`src/logic/uart_rx_pkg.sv`:
```
// Shared constants and types for the serial receiver with error flags
package uart_rx_pkg;

  // Register byte offsets
  localparam logic [4:0] data_offset    = 5'h00;
  localparam logic [4:0] status_offset  = 5'h04;
  localparam logic [4:0] control_offset = 5'h08;
  localparam logic [4:0] format_offset  = 5'h0c;
  localparam logic [4:0] divisor_offset = 5'h10;

  // Status field positions
  localparam int status_complete_bit = 7;
  localparam int status_fe_bit       = 4;
  localparam int status_dor_bit      = 3;
  localparam int status_pe_bit       = 2;

  // Control field positions
  localparam int ctrl_enable_bit = 0;
  localparam int ctrl_double_bit = 1;

  // Format field positions
  localparam int fmt_size_lsb  = 1;
  localparam int fmt_stop_bit  = 3;
  localparam int fmt_podd_bit  = 4;
  localparam int fmt_pon_bit   = 5;

  // Reset values
  localparam logic [7:0]  control_reset = 8'h00;
  localparam logic [7:0]  format_reset  = 8'h06;
  localparam logic [15:0] divisor_reset = 16'h0000;

  // Samples per bit and voting points
  localparam logic [4:0] samples_normal = 5'h10;
  localparam logic [4:0] samples_double = 5'h08;
  localparam logic [4:0] vote_first_normal = 5'h08;
  localparam logic [4:0] vote_mid_normal   = 5'h09;
  localparam logic [4:0] vote_last_normal  = 5'h0a;
  localparam logic [4:0] vote_first_double = 5'h04;
  localparam logic [4:0] vote_mid_double   = 5'h05;
  localparam logic [4:0] vote_last_double  = 5'h06;
  localparam logic [3:0] min_data_bits     = 4'h5;
  localparam logic [3:0] max_data_bits     = 4'h8;

  // Bus responses
  localparam logic [1:0] resp_okay   = 2'b00;
  localparam logic [1:0] resp_slverr = 2'b10;

  typedef enum logic [2:0]
  {
    st_idle  = 3'b001,
    st_start = 3'b010,
    st_bits  = 3'b100
  } rx_state_type;

endpackage

```
`src/logic/rx_sampler.sv`:
```
// Input synchroniser and sample tick divider
`timescale 1ns/1ps
module rx_sampler
  import uart_rx_pkg::*;
(
  // Clock and reset
  input  wire logic        aclk,
  input  wire logic        aresetn,
  // Line and rate
  input  wire logic        rxd,
  input  wire logic [15:0] divisor,
  // Results
  output logic             rxd_sync,
  output logic             tick
);

  logic        rxd_meta;
  logic [15:0] count;

  always_ff @(posedge aclk)
  begin
    if (!aresetn)
    begin
      rxd_meta <= 1'b1;
      rxd_sync <= 1'b1;
    end
    else
    begin
      rxd_meta <= rxd;
      rxd_sync <= rxd_meta;
    end
  end

  // Tick period is divisor plus one cycles
  always_ff @(posedge aclk)
  begin
    if (!aresetn)
    begin
      count <= 16'h0000;
      tick  <= 1'b0;
    end
    else if (count == 16'h0000)
    begin
      count <= divisor;
      tick  <= 1'b1;
    end
    else
    begin
      count <= count - 16'h0001;
      tick  <= 1'b0;
    end
  end

  chk_sync_two_stage : assert property (@(posedge aclk) disable iff (!aresetn)
    $past(aresetn, 2) |-> rxd_sync == $past(rxd, 2))
    else $error("synchroniser depth is not two");

endmodule

```
`src/logic/rx_frame.sv`:
```
// Start detection and majority-vote bit recovery of one frame
`timescale 1ns/1ps
module rx_frame
  import uart_rx_pkg::*;
(
  // Clock and reset
  input  wire logic       aclk,
  input  wire logic       aresetn,
  // Control
  input  wire logic       receiver_on,
  input  wire logic       double_speed_select,
  input  wire logic       parity_check_on,
  input  wire logic       parity_odd_select,
  input  wire logic [1:0] char_size,
  // Samples
  input  wire logic       tick,
  input  wire logic       rxd_sync,
  // Frame results
  output logic            start_seen,
  output logic            frame_done,
  output logic [7:0]      frame_data,
  output logic            frame_fe,
  output logic            frame_pe
);

  rx_state_type state;
  logic [4:0]   samp;
  logic [3:0]   bitn;
  logic [7:0]   shreg;
  logic         v1;
  logic         v2;
  logic         line_high;
  logic         par_lat;
  logic         perr;
  logic [3:0]   nbits;
  logic [3:0]   shamt;
  logic [4:0]   s_top;
  logic [4:0]   s_first;
  logic [4:0]   s_mid;
  logic [4:0]   s_last;
  logic         vote;
  logic [7:0]   aligned;

  assign s_top   = double_speed_select ? samples_double : samples_normal;
  assign s_first = double_speed_select ? vote_first_double : vote_first_normal;
  assign s_mid   = double_speed_select ? vote_mid_double : vote_mid_normal;
  assign s_last  = double_speed_select ? vote_last_double : vote_last_normal;
  assign nbits   = min_data_bits + {2'b00, char_size};
  assign shamt   = max_data_bits - nbits;
  assign vote    = (v1 & v2) | (v1 & rxd_sync) | (v2 & rxd_sync);
  assign aligned = shreg >> shamt;

  // disable drops any frame in flight
  always_ff @(posedge aclk)
  begin
    if (!aresetn || !receiver_on)
    begin
      state      <= st_idle;
      samp       <= 5'h00;
      bitn       <= 4'h0;
      shreg      <= 8'h00;
      v1         <= 1'b0;
      v2         <= 1'b0;
      line_high  <= 1'b0;
      par_lat    <= 1'b0;
      perr       <= 1'b0;
      start_seen <= 1'b0;
      frame_done <= 1'b0;
      frame_data <= 8'h00;
      frame_fe   <= 1'b0;
      frame_pe   <= 1'b0;
    end
    else
    begin
      start_seen <= 1'b0;
      frame_done <= 1'b0;
      if (tick)
      begin
        if (state != st_idle)
        begin
          samp <= (samp == s_top) ? 5'h01 : samp + 5'h01;
          if (samp == s_first)
            v1 <= rxd_sync;
          if (samp == s_mid)
            v2 <= rxd_sync;
        end
        case (state)
          st_idle:
          begin
            line_high <= rxd_sync;
            // first low sample is sample one
            if (line_high && !rxd_sync)
            begin
              state <= st_start;
              samp  <= 5'h01;
            end
          end
          st_start:
          begin
            if (samp == s_last)
            begin
              // reject spike or go on to the data bits
              if (vote)
              begin
                state     <= st_idle;
                line_high <= 1'b0;
              end
              else
              begin
                state      <= st_bits;
                bitn       <= 4'h0;
                par_lat    <= parity_check_on;
                perr       <= 1'b0;
                start_seen <= 1'b1;
              end
            end
          end
          st_bits:
          begin
            if (samp == s_last)
            begin
              bitn <= bitn + 4'h1;
              if (bitn < nbits)
                shreg <= {vote, shreg[7:1]};
              else if (bitn == nbits && par_lat)
                perr <= ^aligned ^ vote ^ parity_odd_select;
              else
              begin
                // frame ends on first stop bit
                frame_done <= 1'b1;
                frame_data <= aligned;
                // stop bit low is a fault
                frame_fe   <= ~vote;
                frame_pe   <= par_lat & perr;
                state      <= st_idle;
                line_high  <= vote;
              end
            end
          end
          default:
            state <= st_idle;
        endcase
      end
    end
  end

  chk_start_reject : assert property (@(posedge aclk) disable iff (!aresetn)
    (receiver_on && tick && state == st_start && samp == s_last && vote) |=> state == st_idle)
    else $error("noisy start bit was not rejected");

  chk_done_to_idle : assert property (@(posedge aclk) disable iff (!aresetn)
    frame_done |-> state == st_idle)
    else $error("receiver not hunting after stop vote");

endmodule

```
`src/logic/uart_rx_core.sv`:
```
// Serial receiver: bus slave, two-entry buffer with per-frame error flags
`timescale 1ns/1ps
module uart_rx_core
  import uart_rx_pkg::*;
(
  // Clock and reset
  input  wire logic        aclk,
  input  wire logic        aresetn,
  // Write address channel
  input  wire logic [4:0]  s_axi_awaddr,
  input  wire logic [2:0]  s_axi_awprot,
  input  wire logic        s_axi_awvalid,
  output logic             s_axi_awready,
  // Write data channel
  input  wire logic [31:0] s_axi_wdata,
  input  wire logic [3:0]  s_axi_wstrb,
  input  wire logic        s_axi_wvalid,
  output logic             s_axi_wready,
  // Write response channel
  output logic [1:0]       s_axi_bresp,
  output logic             s_axi_bvalid,
  input  wire logic        s_axi_bready,
  // Read address channel
  input  wire logic [4:0]  s_axi_araddr,
  input  wire logic [2:0]  s_axi_arprot,
  input  wire logic        s_axi_arvalid,
  output logic             s_axi_arready,
  // Read data channel
  output logic [31:0]      s_axi_rdata,
  output logic [1:0]       s_axi_rresp,
  output logic             s_axi_rvalid,
  input  wire logic        s_axi_rready,
  // Serial line
  input  wire logic        rxd,
  output logic             rx_pin_claim
);

  ////////////////////////////////////////////////////////////////////////////
  // Registers and wiring

  logic [7:0]  control;
  logic [7:0]  format;
  logic [15:0] divisor;
  logic        receiver_on;
  logic        double_speed_select;
  logic        parity_check_on;
  logic        parity_odd_select;
  logic        stop_bit_count_select;
  logic        rxd_sync;
  logic        tick;
  logic        start_seen;
  logic        frame_done;
  logic [7:0]  frame_data;
  logic        frame_fe;
  logic        frame_pe;

  assign receiver_on           = control[ctrl_enable_bit];
  assign double_speed_select   = control[ctrl_double_bit];
  assign parity_check_on       = format[fmt_pon_bit];
  assign parity_odd_select     = format[fmt_podd_bit];
  // Kept for software; receiver never looks past the first stop bit
  assign stop_bit_count_select = format[fmt_stop_bit];

  // pin handed back as soon as enable drops
  assign rx_pin_claim = receiver_on;

  rx_sampler u_sampler
  (
    .aclk     (aclk),
    .aresetn  (aresetn),
    .rxd      (rxd),
    .divisor  (divisor),
    .rxd_sync (rxd_sync),
    .tick     (tick)
  );

  rx_frame u_frame
  (
    .aclk                (aclk),
    .aresetn             (aresetn),
    .receiver_on         (receiver_on),
    .double_speed_select (double_speed_select),
    .parity_check_on     (parity_check_on),
    .parity_odd_select   (parity_odd_select),
    .char_size           (format[fmt_size_lsb +: 2]),
    .tick                (tick),
    .rxd_sync            (rxd_sync),
    .start_seen          (start_seen),
    .frame_done          (frame_done),
    .frame_data          (frame_data),
    .frame_fe            (frame_fe),
    .frame_pe            (frame_pe)
  );

  ////////////////////////////////////////////////////////////////////////////
  // Shift-register hold stage and two-entry buffer

  logic       hold_valid;
  logic [7:0] hold_data;
  logic       hold_fe;
  logic       hold_pe;
  logic       ovr_pending;
  logic [1:0] count;
  logic       wr_ptr;
  logic       rd_ptr;
  logic       push;
  logic       pop;
  logic [7:0] buf_data [2];
  logic       buf_fe   [2];
  logic       buf_pe   [2];
  logic       buf_dor  [2];

  assign push = hold_valid && (count != 2'd2);

  always_ff @(posedge aclk)
  begin
    if (!aresetn || !receiver_on)
    begin
      hold_valid <= 1'b0;
      hold_data  <= 8'h00;
      hold_fe    <= 1'b0;
      hold_pe    <= 1'b0;
    end
    // new frame dropped while hold is occupied and the buffer is full
    else if (frame_done && (!hold_valid || push))
    begin
      hold_valid <= 1'b1;
      hold_data  <= frame_data;
      hold_fe    <= frame_fe;
      hold_pe    <= frame_pe;
    end
    else if (push)
      hold_valid <= 1'b0;
  end

  always_ff @(posedge aclk)
  begin
    if (!aresetn || !receiver_on)
      ovr_pending <= 1'b0;
    // full buffer, busy hold, fresh start
    else if (start_seen && count == 2'd2 && hold_valid)
      ovr_pending <= 1'b1;
    else if (push)
      ovr_pending <= 1'b0;
  end

  always_ff @(posedge aclk)
  begin
    if (!aresetn || !receiver_on)
    begin
      count  <= 2'd0;
      wr_ptr <= 1'b0;
      rd_ptr <= 1'b0;
    end
    else
    begin
      if (push)
        wr_ptr <= ~wr_ptr;
      if (pop)
        rd_ptr <= ~rd_ptr;
      if (push && !pop)
        count <= count + 2'd1;
      else if (pop && !push)
        count <= count - 2'd1;
    end
  end

  for (genvar i = 0; i < 2; i++)
  begin : g_entry
    always_ff @(posedge aclk)
    begin
      if (!aresetn)
      begin
        buf_data[i] <= 8'h00;
        buf_fe[i]   <= 1'b0;
        buf_pe[i]   <= 1'b0;
        buf_dor[i]  <= 1'b0;
      end
      else if (push && wr_ptr == 1'(i))
      begin
        buf_data[i] <= hold_data;
        buf_fe[i]   <= hold_fe;
        buf_pe[i]   <= hold_pe;
        buf_dor[i]  <= ovr_pending;
      end
    end
  end

  ////////////////////////////////////////////////////////////////////////////
  // Status view of the next unread frame

  logic       rx_complete_flag;
  logic       stop_bit_fault_flag;
  logic       rx_overflow_flag;
  logic       parity_fault_flag;
  logic [7:0] status_view;

  assign rx_complete_flag    = (count != 2'd0);
  assign stop_bit_fault_flag = rx_complete_flag & buf_fe[rd_ptr];
  assign rx_overflow_flag    = rx_complete_flag & buf_dor[rd_ptr];
  // forced low while checking is off
  assign parity_fault_flag   = rx_complete_flag & buf_pe[rd_ptr] & parity_check_on;

  // flags feed no interrupt, status only
  always_comb
  begin
    status_view                      = 8'h00;
    status_view[status_complete_bit] = rx_complete_flag;
    status_view[status_fe_bit]       = stop_bit_fault_flag;
    status_view[status_dor_bit]      = rx_overflow_flag;
    status_view[status_pe_bit]       = parity_fault_flag;
  end

  ////////////////////////////////////////////////////////////////////////////
  // Write path

  logic       aw_held;
  logic       w_held;
  logic [4:0] aw_addr;
  logic [7:0] w_low;
  logic [7:0] w_high;
  logic [1:0] w_lanes;
  logic       do_write;

  assign s_axi_awready = !aw_held && !s_axi_bvalid;
  assign s_axi_wready  = !w_held && !s_axi_bvalid;
  assign do_write      = aw_held && w_held;

  always_ff @(posedge aclk)
  begin
    if (!aresetn)
    begin
      aw_held <= 1'b0;
      w_held  <= 1'b0;
      aw_addr <= 5'h00;
      w_low   <= 8'h00;
      w_high  <= 8'h00;
      w_lanes <= 2'b00;
    end
    else
    begin
      if (s_axi_awvalid && s_axi_awready)
      begin
        aw_held <= 1'b1;
        aw_addr <= s_axi_awaddr;
      end
      else if (do_write)
        aw_held <= 1'b0;
      if (s_axi_wvalid && s_axi_wready)
      begin
        w_held  <= 1'b1;
        w_low   <= s_axi_wdata[7:0];
        w_high  <= s_axi_wdata[15:8];
        w_lanes <= s_axi_wstrb[1:0];
      end
      else if (do_write)
        w_held <= 1'b0;
    end
  end

  always_ff @(posedge aclk)
  begin
    if (!aresetn)
    begin
      s_axi_bvalid <= 1'b0;
      s_axi_bresp  <= resp_okay;
    end
    else if (do_write)
    begin
      s_axi_bvalid <= 1'b1;
      case (aw_addr)
        data_offset, status_offset, control_offset, format_offset, divisor_offset:
          s_axi_bresp <= resp_okay;
        default:
          s_axi_bresp <= resp_slverr;
      endcase
    end
    else if (s_axi_bready)
      s_axi_bvalid <= 1'b0;
  end

  // status and data writes change no flag
  always_ff @(posedge aclk)
  begin
    if (!aresetn)
    begin
      control <= control_reset;
      format  <= format_reset;
      divisor <= divisor_reset;
    end
    else if (do_write)
    begin
      if (aw_addr == control_offset && w_lanes[0])
        control <= w_low;
      if (aw_addr == format_offset && w_lanes[0])
        format <= w_low;
      if (aw_addr == divisor_offset && w_lanes[0])
        divisor[7:0] <= w_low;
      if (aw_addr == divisor_offset && w_lanes[1])
        divisor[15:8] <= w_high;
    end
  end

  ////////////////////////////////////////////////////////////////////////////
  // Read path

  logic rd_take;

  assign s_axi_arready = !s_axi_rvalid;
  assign rd_take       = s_axi_arvalid && s_axi_arready;
  assign pop           = rd_take && s_axi_araddr == data_offset && rx_complete_flag;

  always_ff @(posedge aclk)
  begin
    if (!aresetn)
    begin
      s_axi_rvalid <= 1'b0;
      s_axi_rdata  <= 32'h0000_0000;
      s_axi_rresp  <= resp_okay;
    end
    else if (rd_take)
    begin
      s_axi_rvalid <= 1'b1;
      s_axi_rresp  <= resp_okay;
      case (s_axi_araddr)
        data_offset:
          s_axi_rdata <= {24'h00_0000, rx_complete_flag ? buf_data[rd_ptr] : 8'h00};
        status_offset:
          s_axi_rdata <= {24'h00_0000, status_view};
        control_offset:
          s_axi_rdata <= {24'h00_0000, control};
        format_offset:
          s_axi_rdata <= {24'h00_0000, format};
        divisor_offset:
          s_axi_rdata <= {16'h0000, divisor};
        default:
        begin
          s_axi_rdata <= 32'h0000_0000;
          s_axi_rresp <= resp_slverr;
        end
      endcase
    end
    else if (s_axi_rready)
      s_axi_rvalid <= 1'b0;
  end

  ////////////////////////////////////////////////////////////////////////////
  // Checks

  chk_pe_gated_off : assert property (@(posedge aclk) disable iff (!aresetn)
    !parity_check_on |-> !parity_fault_flag)
    else $error("parity fault visible while checking off");

  chk_flush_on_off : assert property (@(posedge aclk) disable iff (!aresetn)
    !receiver_on |=> (count == 2'd0) && !hold_valid && !rx_complete_flag)
    else $error("buffer not flushed on disable");

  chk_pop_advances : assert property (@(posedge aclk) disable iff (!aresetn)
    (receiver_on && pop && !push && count == 2'd1) |=> !rx_complete_flag)
    else $error("data read did not advance buffer");

  chk_ovr_sets : assert property (@(posedge aclk) disable iff (!aresetn)
    (receiver_on && start_seen && count == 2'd2 && hold_valid) ##1 receiver_on
      |-> ovr_pending)
    else $error("overflow not flagged");

  chk_ovr_clears : assert property (@(posedge aclk) disable iff (!aresetn)
    (receiver_on && push) |=> !ovr_pending)
    else $error("overflow not cleared on transfer");

  chk_hold_kept : assert property (@(posedge aclk) disable iff (!aresetn)
    (receiver_on && frame_done && hold_valid && !push) ##1 receiver_on
      |-> hold_valid && $stable(hold_data))
    else $error("waiting frame overwritten on overflow");

  chk_flags_no_write : assert property (@(posedge aclk) disable iff (!aresetn)
    (do_write && !push && !pop && receiver_on) |=> $stable(status_view[status_fe_bit]))
    else $error("bus write altered a flag");

  chk_pin_release : assert property (@(posedge aclk) disable iff (!aresetn)
    !receiver_on |-> !rx_pin_claim ##1 (!frame_done && !start_seen))
    else $error("pin claimed or frame kept after disable");

endmodule

```
`config.mk`:
```
export PLATFORM = sky130hd
export DESIGN_NAME = uart_rx_core
export DESIGN_NICKNAME = d
export VERILOG_FILES = /design/src/logic/uart_rx_pkg.sv /design/src/logic/rx_sampler.sv /design/src/logic/rx_frame.sv /design/src/logic/uart_rx_core.sv
export SDC_FILE = /design/constraint.sdc
export NUM_CORES = 1
export LEC_CHECK = 0
export ABC_AREA = 1
export BUFFER_PORTS_ARGS = -buffer_cell sky130_fd_sc_hd__buf_2
export CORE_MARGIN = 5
export CORE_UTILIZATION = 25
export DETAILED_ROUTE_END_ITERATION = 8
export SYNTH_ARGS = -nofsm -noshare
export SYNTH_HDL_FRONTEND = slang
export SYNTH_SLANG_ARGS = --single-unit
```
`constraint.sdc`:
```
create_clock -name aclk -period 2.19 [get_ports aclk]
set_input_delay 0.438 -clock aclk [delete_from_list [all_inputs] [get_ports aclk]]
set_output_delay 0.438 -clock aclk [all_outputs]
set_load 0.02 [all_outputs]
```
==> flow_summary.toml <==
[yosys]
synth_commonest_cells = "nand2_1, dfxtp_1, o21ai_0, inv_1, nor2_1"
syn_inst = 1032
synth_most_common_cell = "nand2_1"
synth_area_leader_cell = "dfxtp_1"
syn_area_um2 = 7896
ys_seq_elements = 172
synthSimpleGateAreaFrac = 0.2090
synth_xor_area_frac = 0.01553
synth_mux_area_frac = 0.001268
synth_top_family_by_area = "simple AND/OR/NAND/NOR gates"
yosys-top-cells-area = "dfxtp_1, nand2_1, o21ai_0"
synth_compound_gate_area_share = 0.1958
async_flop_share = 0
synth_ff_type = "dfxtp_1"
yosys.area_share.adder = 0.02060
syn_area_per_cell_um2 = 7.651
ys_seq_area_frac = 0.4601
synth_top_area_frac = 0.3879
synth_enable_flop_cells = 19
yosysUniqueCellTypes = 50
yosys_warnings = 0

[finish]
final_layout_size_suffix_gt1_frac = 0.1563
final_cell_area_um2 = 9326
final_nets = 1180
final_core_util = 0.2971
areaGrowthSynthToFinish_pct = 18.11
insertedDiodeCount = 0
fin_cells = 1522

[placed_design]
numPlacedInstances = 1488
gp_congestion = 0.8439
place_hpwl_um = 13960
portBuffers = 59
place_area_um2 = 8682

[setup_path]
cp.required_ns = 2.55
startpoint = "format[2]"
startpoint_type = "register"
crit_type = "reg -> reg"
regToRegStartpoint = "format[2]"
path_max_fanout = 2
worstSetupEndpointType = "register"
cp.arrival_ns = 2.40

[drt]
via_per_inst = 4.417
drtPass1Iterations = 4
vias = 6722
postRouteAntennaNets = 0
drtIter0Drc = 330
wl_per_cell_um = 12.27
wl_um = 18680
route.detailed.drc = 0

[status]
status = "complete, no violations"

[worst_hold_path]
hold_start = "rxd"
hold_class = "in -> reg"

[timing]
fin_tns_setup_ns = 0
hold_viol = 0
setup_viol = 0
worstMarginPinSlew_ns = 0.7351
rsz0062_at_grt = "true"
fin_crit_sh = 0.9299
min_period_ns = 2.036
fmax_ghz = 0.4911
clock_skew_ns = 0.007812
maxSlewViolCount = 0
slew_headroom = 0.5094

[clock_network]
ctsHoldBuffers = 0
cts_tree = "done"
clockRootBuffer = "clkbuf_16"
clk_latency_ns = 0.43
cts_setup_buffers = 0
cts_max_level = 4
cts.sinks = 172
path_clk_slew_ns = 0.06
cts_buffers = 17
cts_buffer_depth = 2
ctsResizeCount = 0

[run]
maxCapViolations = 0

[grt]
antenna_found_initial = 0
grt_pass1_vias = 6319
grt_max_degree = 32
grt_usage = 0.1053
grt-ovfl-total = 0
grt_pass1_wl_um = 30660

[floorplan]
rows = 65
die_h_um = 187.7
start_util = 0.2515
num_io_pins = 102
die_area_um2 = 35240
core_area_um2 = 31390
chipWidth_um = 187.7

[power_and_ir_drop]
ir_drop_mv = 0.5492
power_density_nw_per_um2 = 823.5
p_leak_nw = 3.689
power_w = 0.007680
-- sequential cells by signal, summed over array words and instances (netlist names), 16 cells and up, named ones only --
name / cells
u_sampler.count: 16
s_axi_rdata: 16
buf_data: 16
divisor: 16
-- cells by family after synthesis --
kind of cell | count (synthesis)
other | 1
adders and majority gates | 13
and+or+nand+nor | 375
xor gates and xnor gates | 14
DFF | 172
AOI/OAI and AO/OA | 281
buffers and inverters | 175
muxes | 1
-- layout make-up --
cell class	instances	area [µm²]
Fill cell	3386	22070
Clock inverter	7	76.32
Timing Repair Buffer	90	528.0
Inverter	122	457.9
Clock buffer	25	515.5
Multi-Input combinational cell	704	3611
Tap cell	402	503.0
Sequential cell	172	3635
-- layout by cell type (no fill, tap or decap), types with 7 or more instances in the layout --
cell / count
clkbuf_16: 17
edfxtp_1: 19
o211ai_1: 8
dfxtp_1: 152
nor2_1: 109
ha_1: 12
a211oi_1: 13
o21ai_1: 10
nand2_2: 8
conb_1: 18
nand3_1: 16
a21oi_1: 107
nand2_1: 191
nor2_2: 7
buf_2: 59
nand4_1: 10
xnor2_1: 9
or2_2: 8
buf_4: 31
inv_2: 9
o21ai_0: 112
inv_1: 112
-- routing by layer --
metal,wire length (µm),track usage
met4,323,0.03501
met2,8899,0.1761
met1,8803,0.1331
met3,648,0.02643
met5,0,0
-- stage by stage --
step | setup WS [ns] | hold WS, ns
2_1_floorplan | 0.1310 | 0.3925
3_3_place_gp | 0.05787 | 0.3991
3_5_place_dp | 0.05342 | 0.4032
4_1_cts | 0.04332 | 0.2007
5_1_grt | -0.01821 | 0.2123
6_report | 0.1536 | 0.2112
-- critical path, stage by stage, from the launching register on --
cell and delay (ns):
dfxtp_1 0.33, ha_4 0.28, inv_1 0.05, ha_1 0.28, inv_1 0.04, nor2_1 0.08, o21a_1 0.13, nor2_2 0.04
buf_4 0.12, nand2_1 0.05, nand2_1 0.06, nor2_1 0.14, nand2_1 0.10, nor2_1 0.10, nand2_1 0.07, a21oi_2 0.10
-- path summary, 6_finish.rpt --
check / slack, ns / depth (start not counted) / endpoint
worst max-delay path: 0.15 / 15 / u_frame.perr
worst min-delay path: 0.21 / 2 / u_sampler.rxd_meta
worst max register to register: 0.15 / 15 / u_frame.perr
worst min register to register: 0.41 / 1 / u_sampler.rxd_sync
-- power by group --
group	switching, W	total (W)	leakage, nW	internal [W]
Clock	0.00122	0.00298	0.291	0.00176
Combinational	0.000716	0.00113	1.97	0.000414
Sequential	0.000166	0.00357	1.42	0.00340
Power figures use the tool's default switching activity.
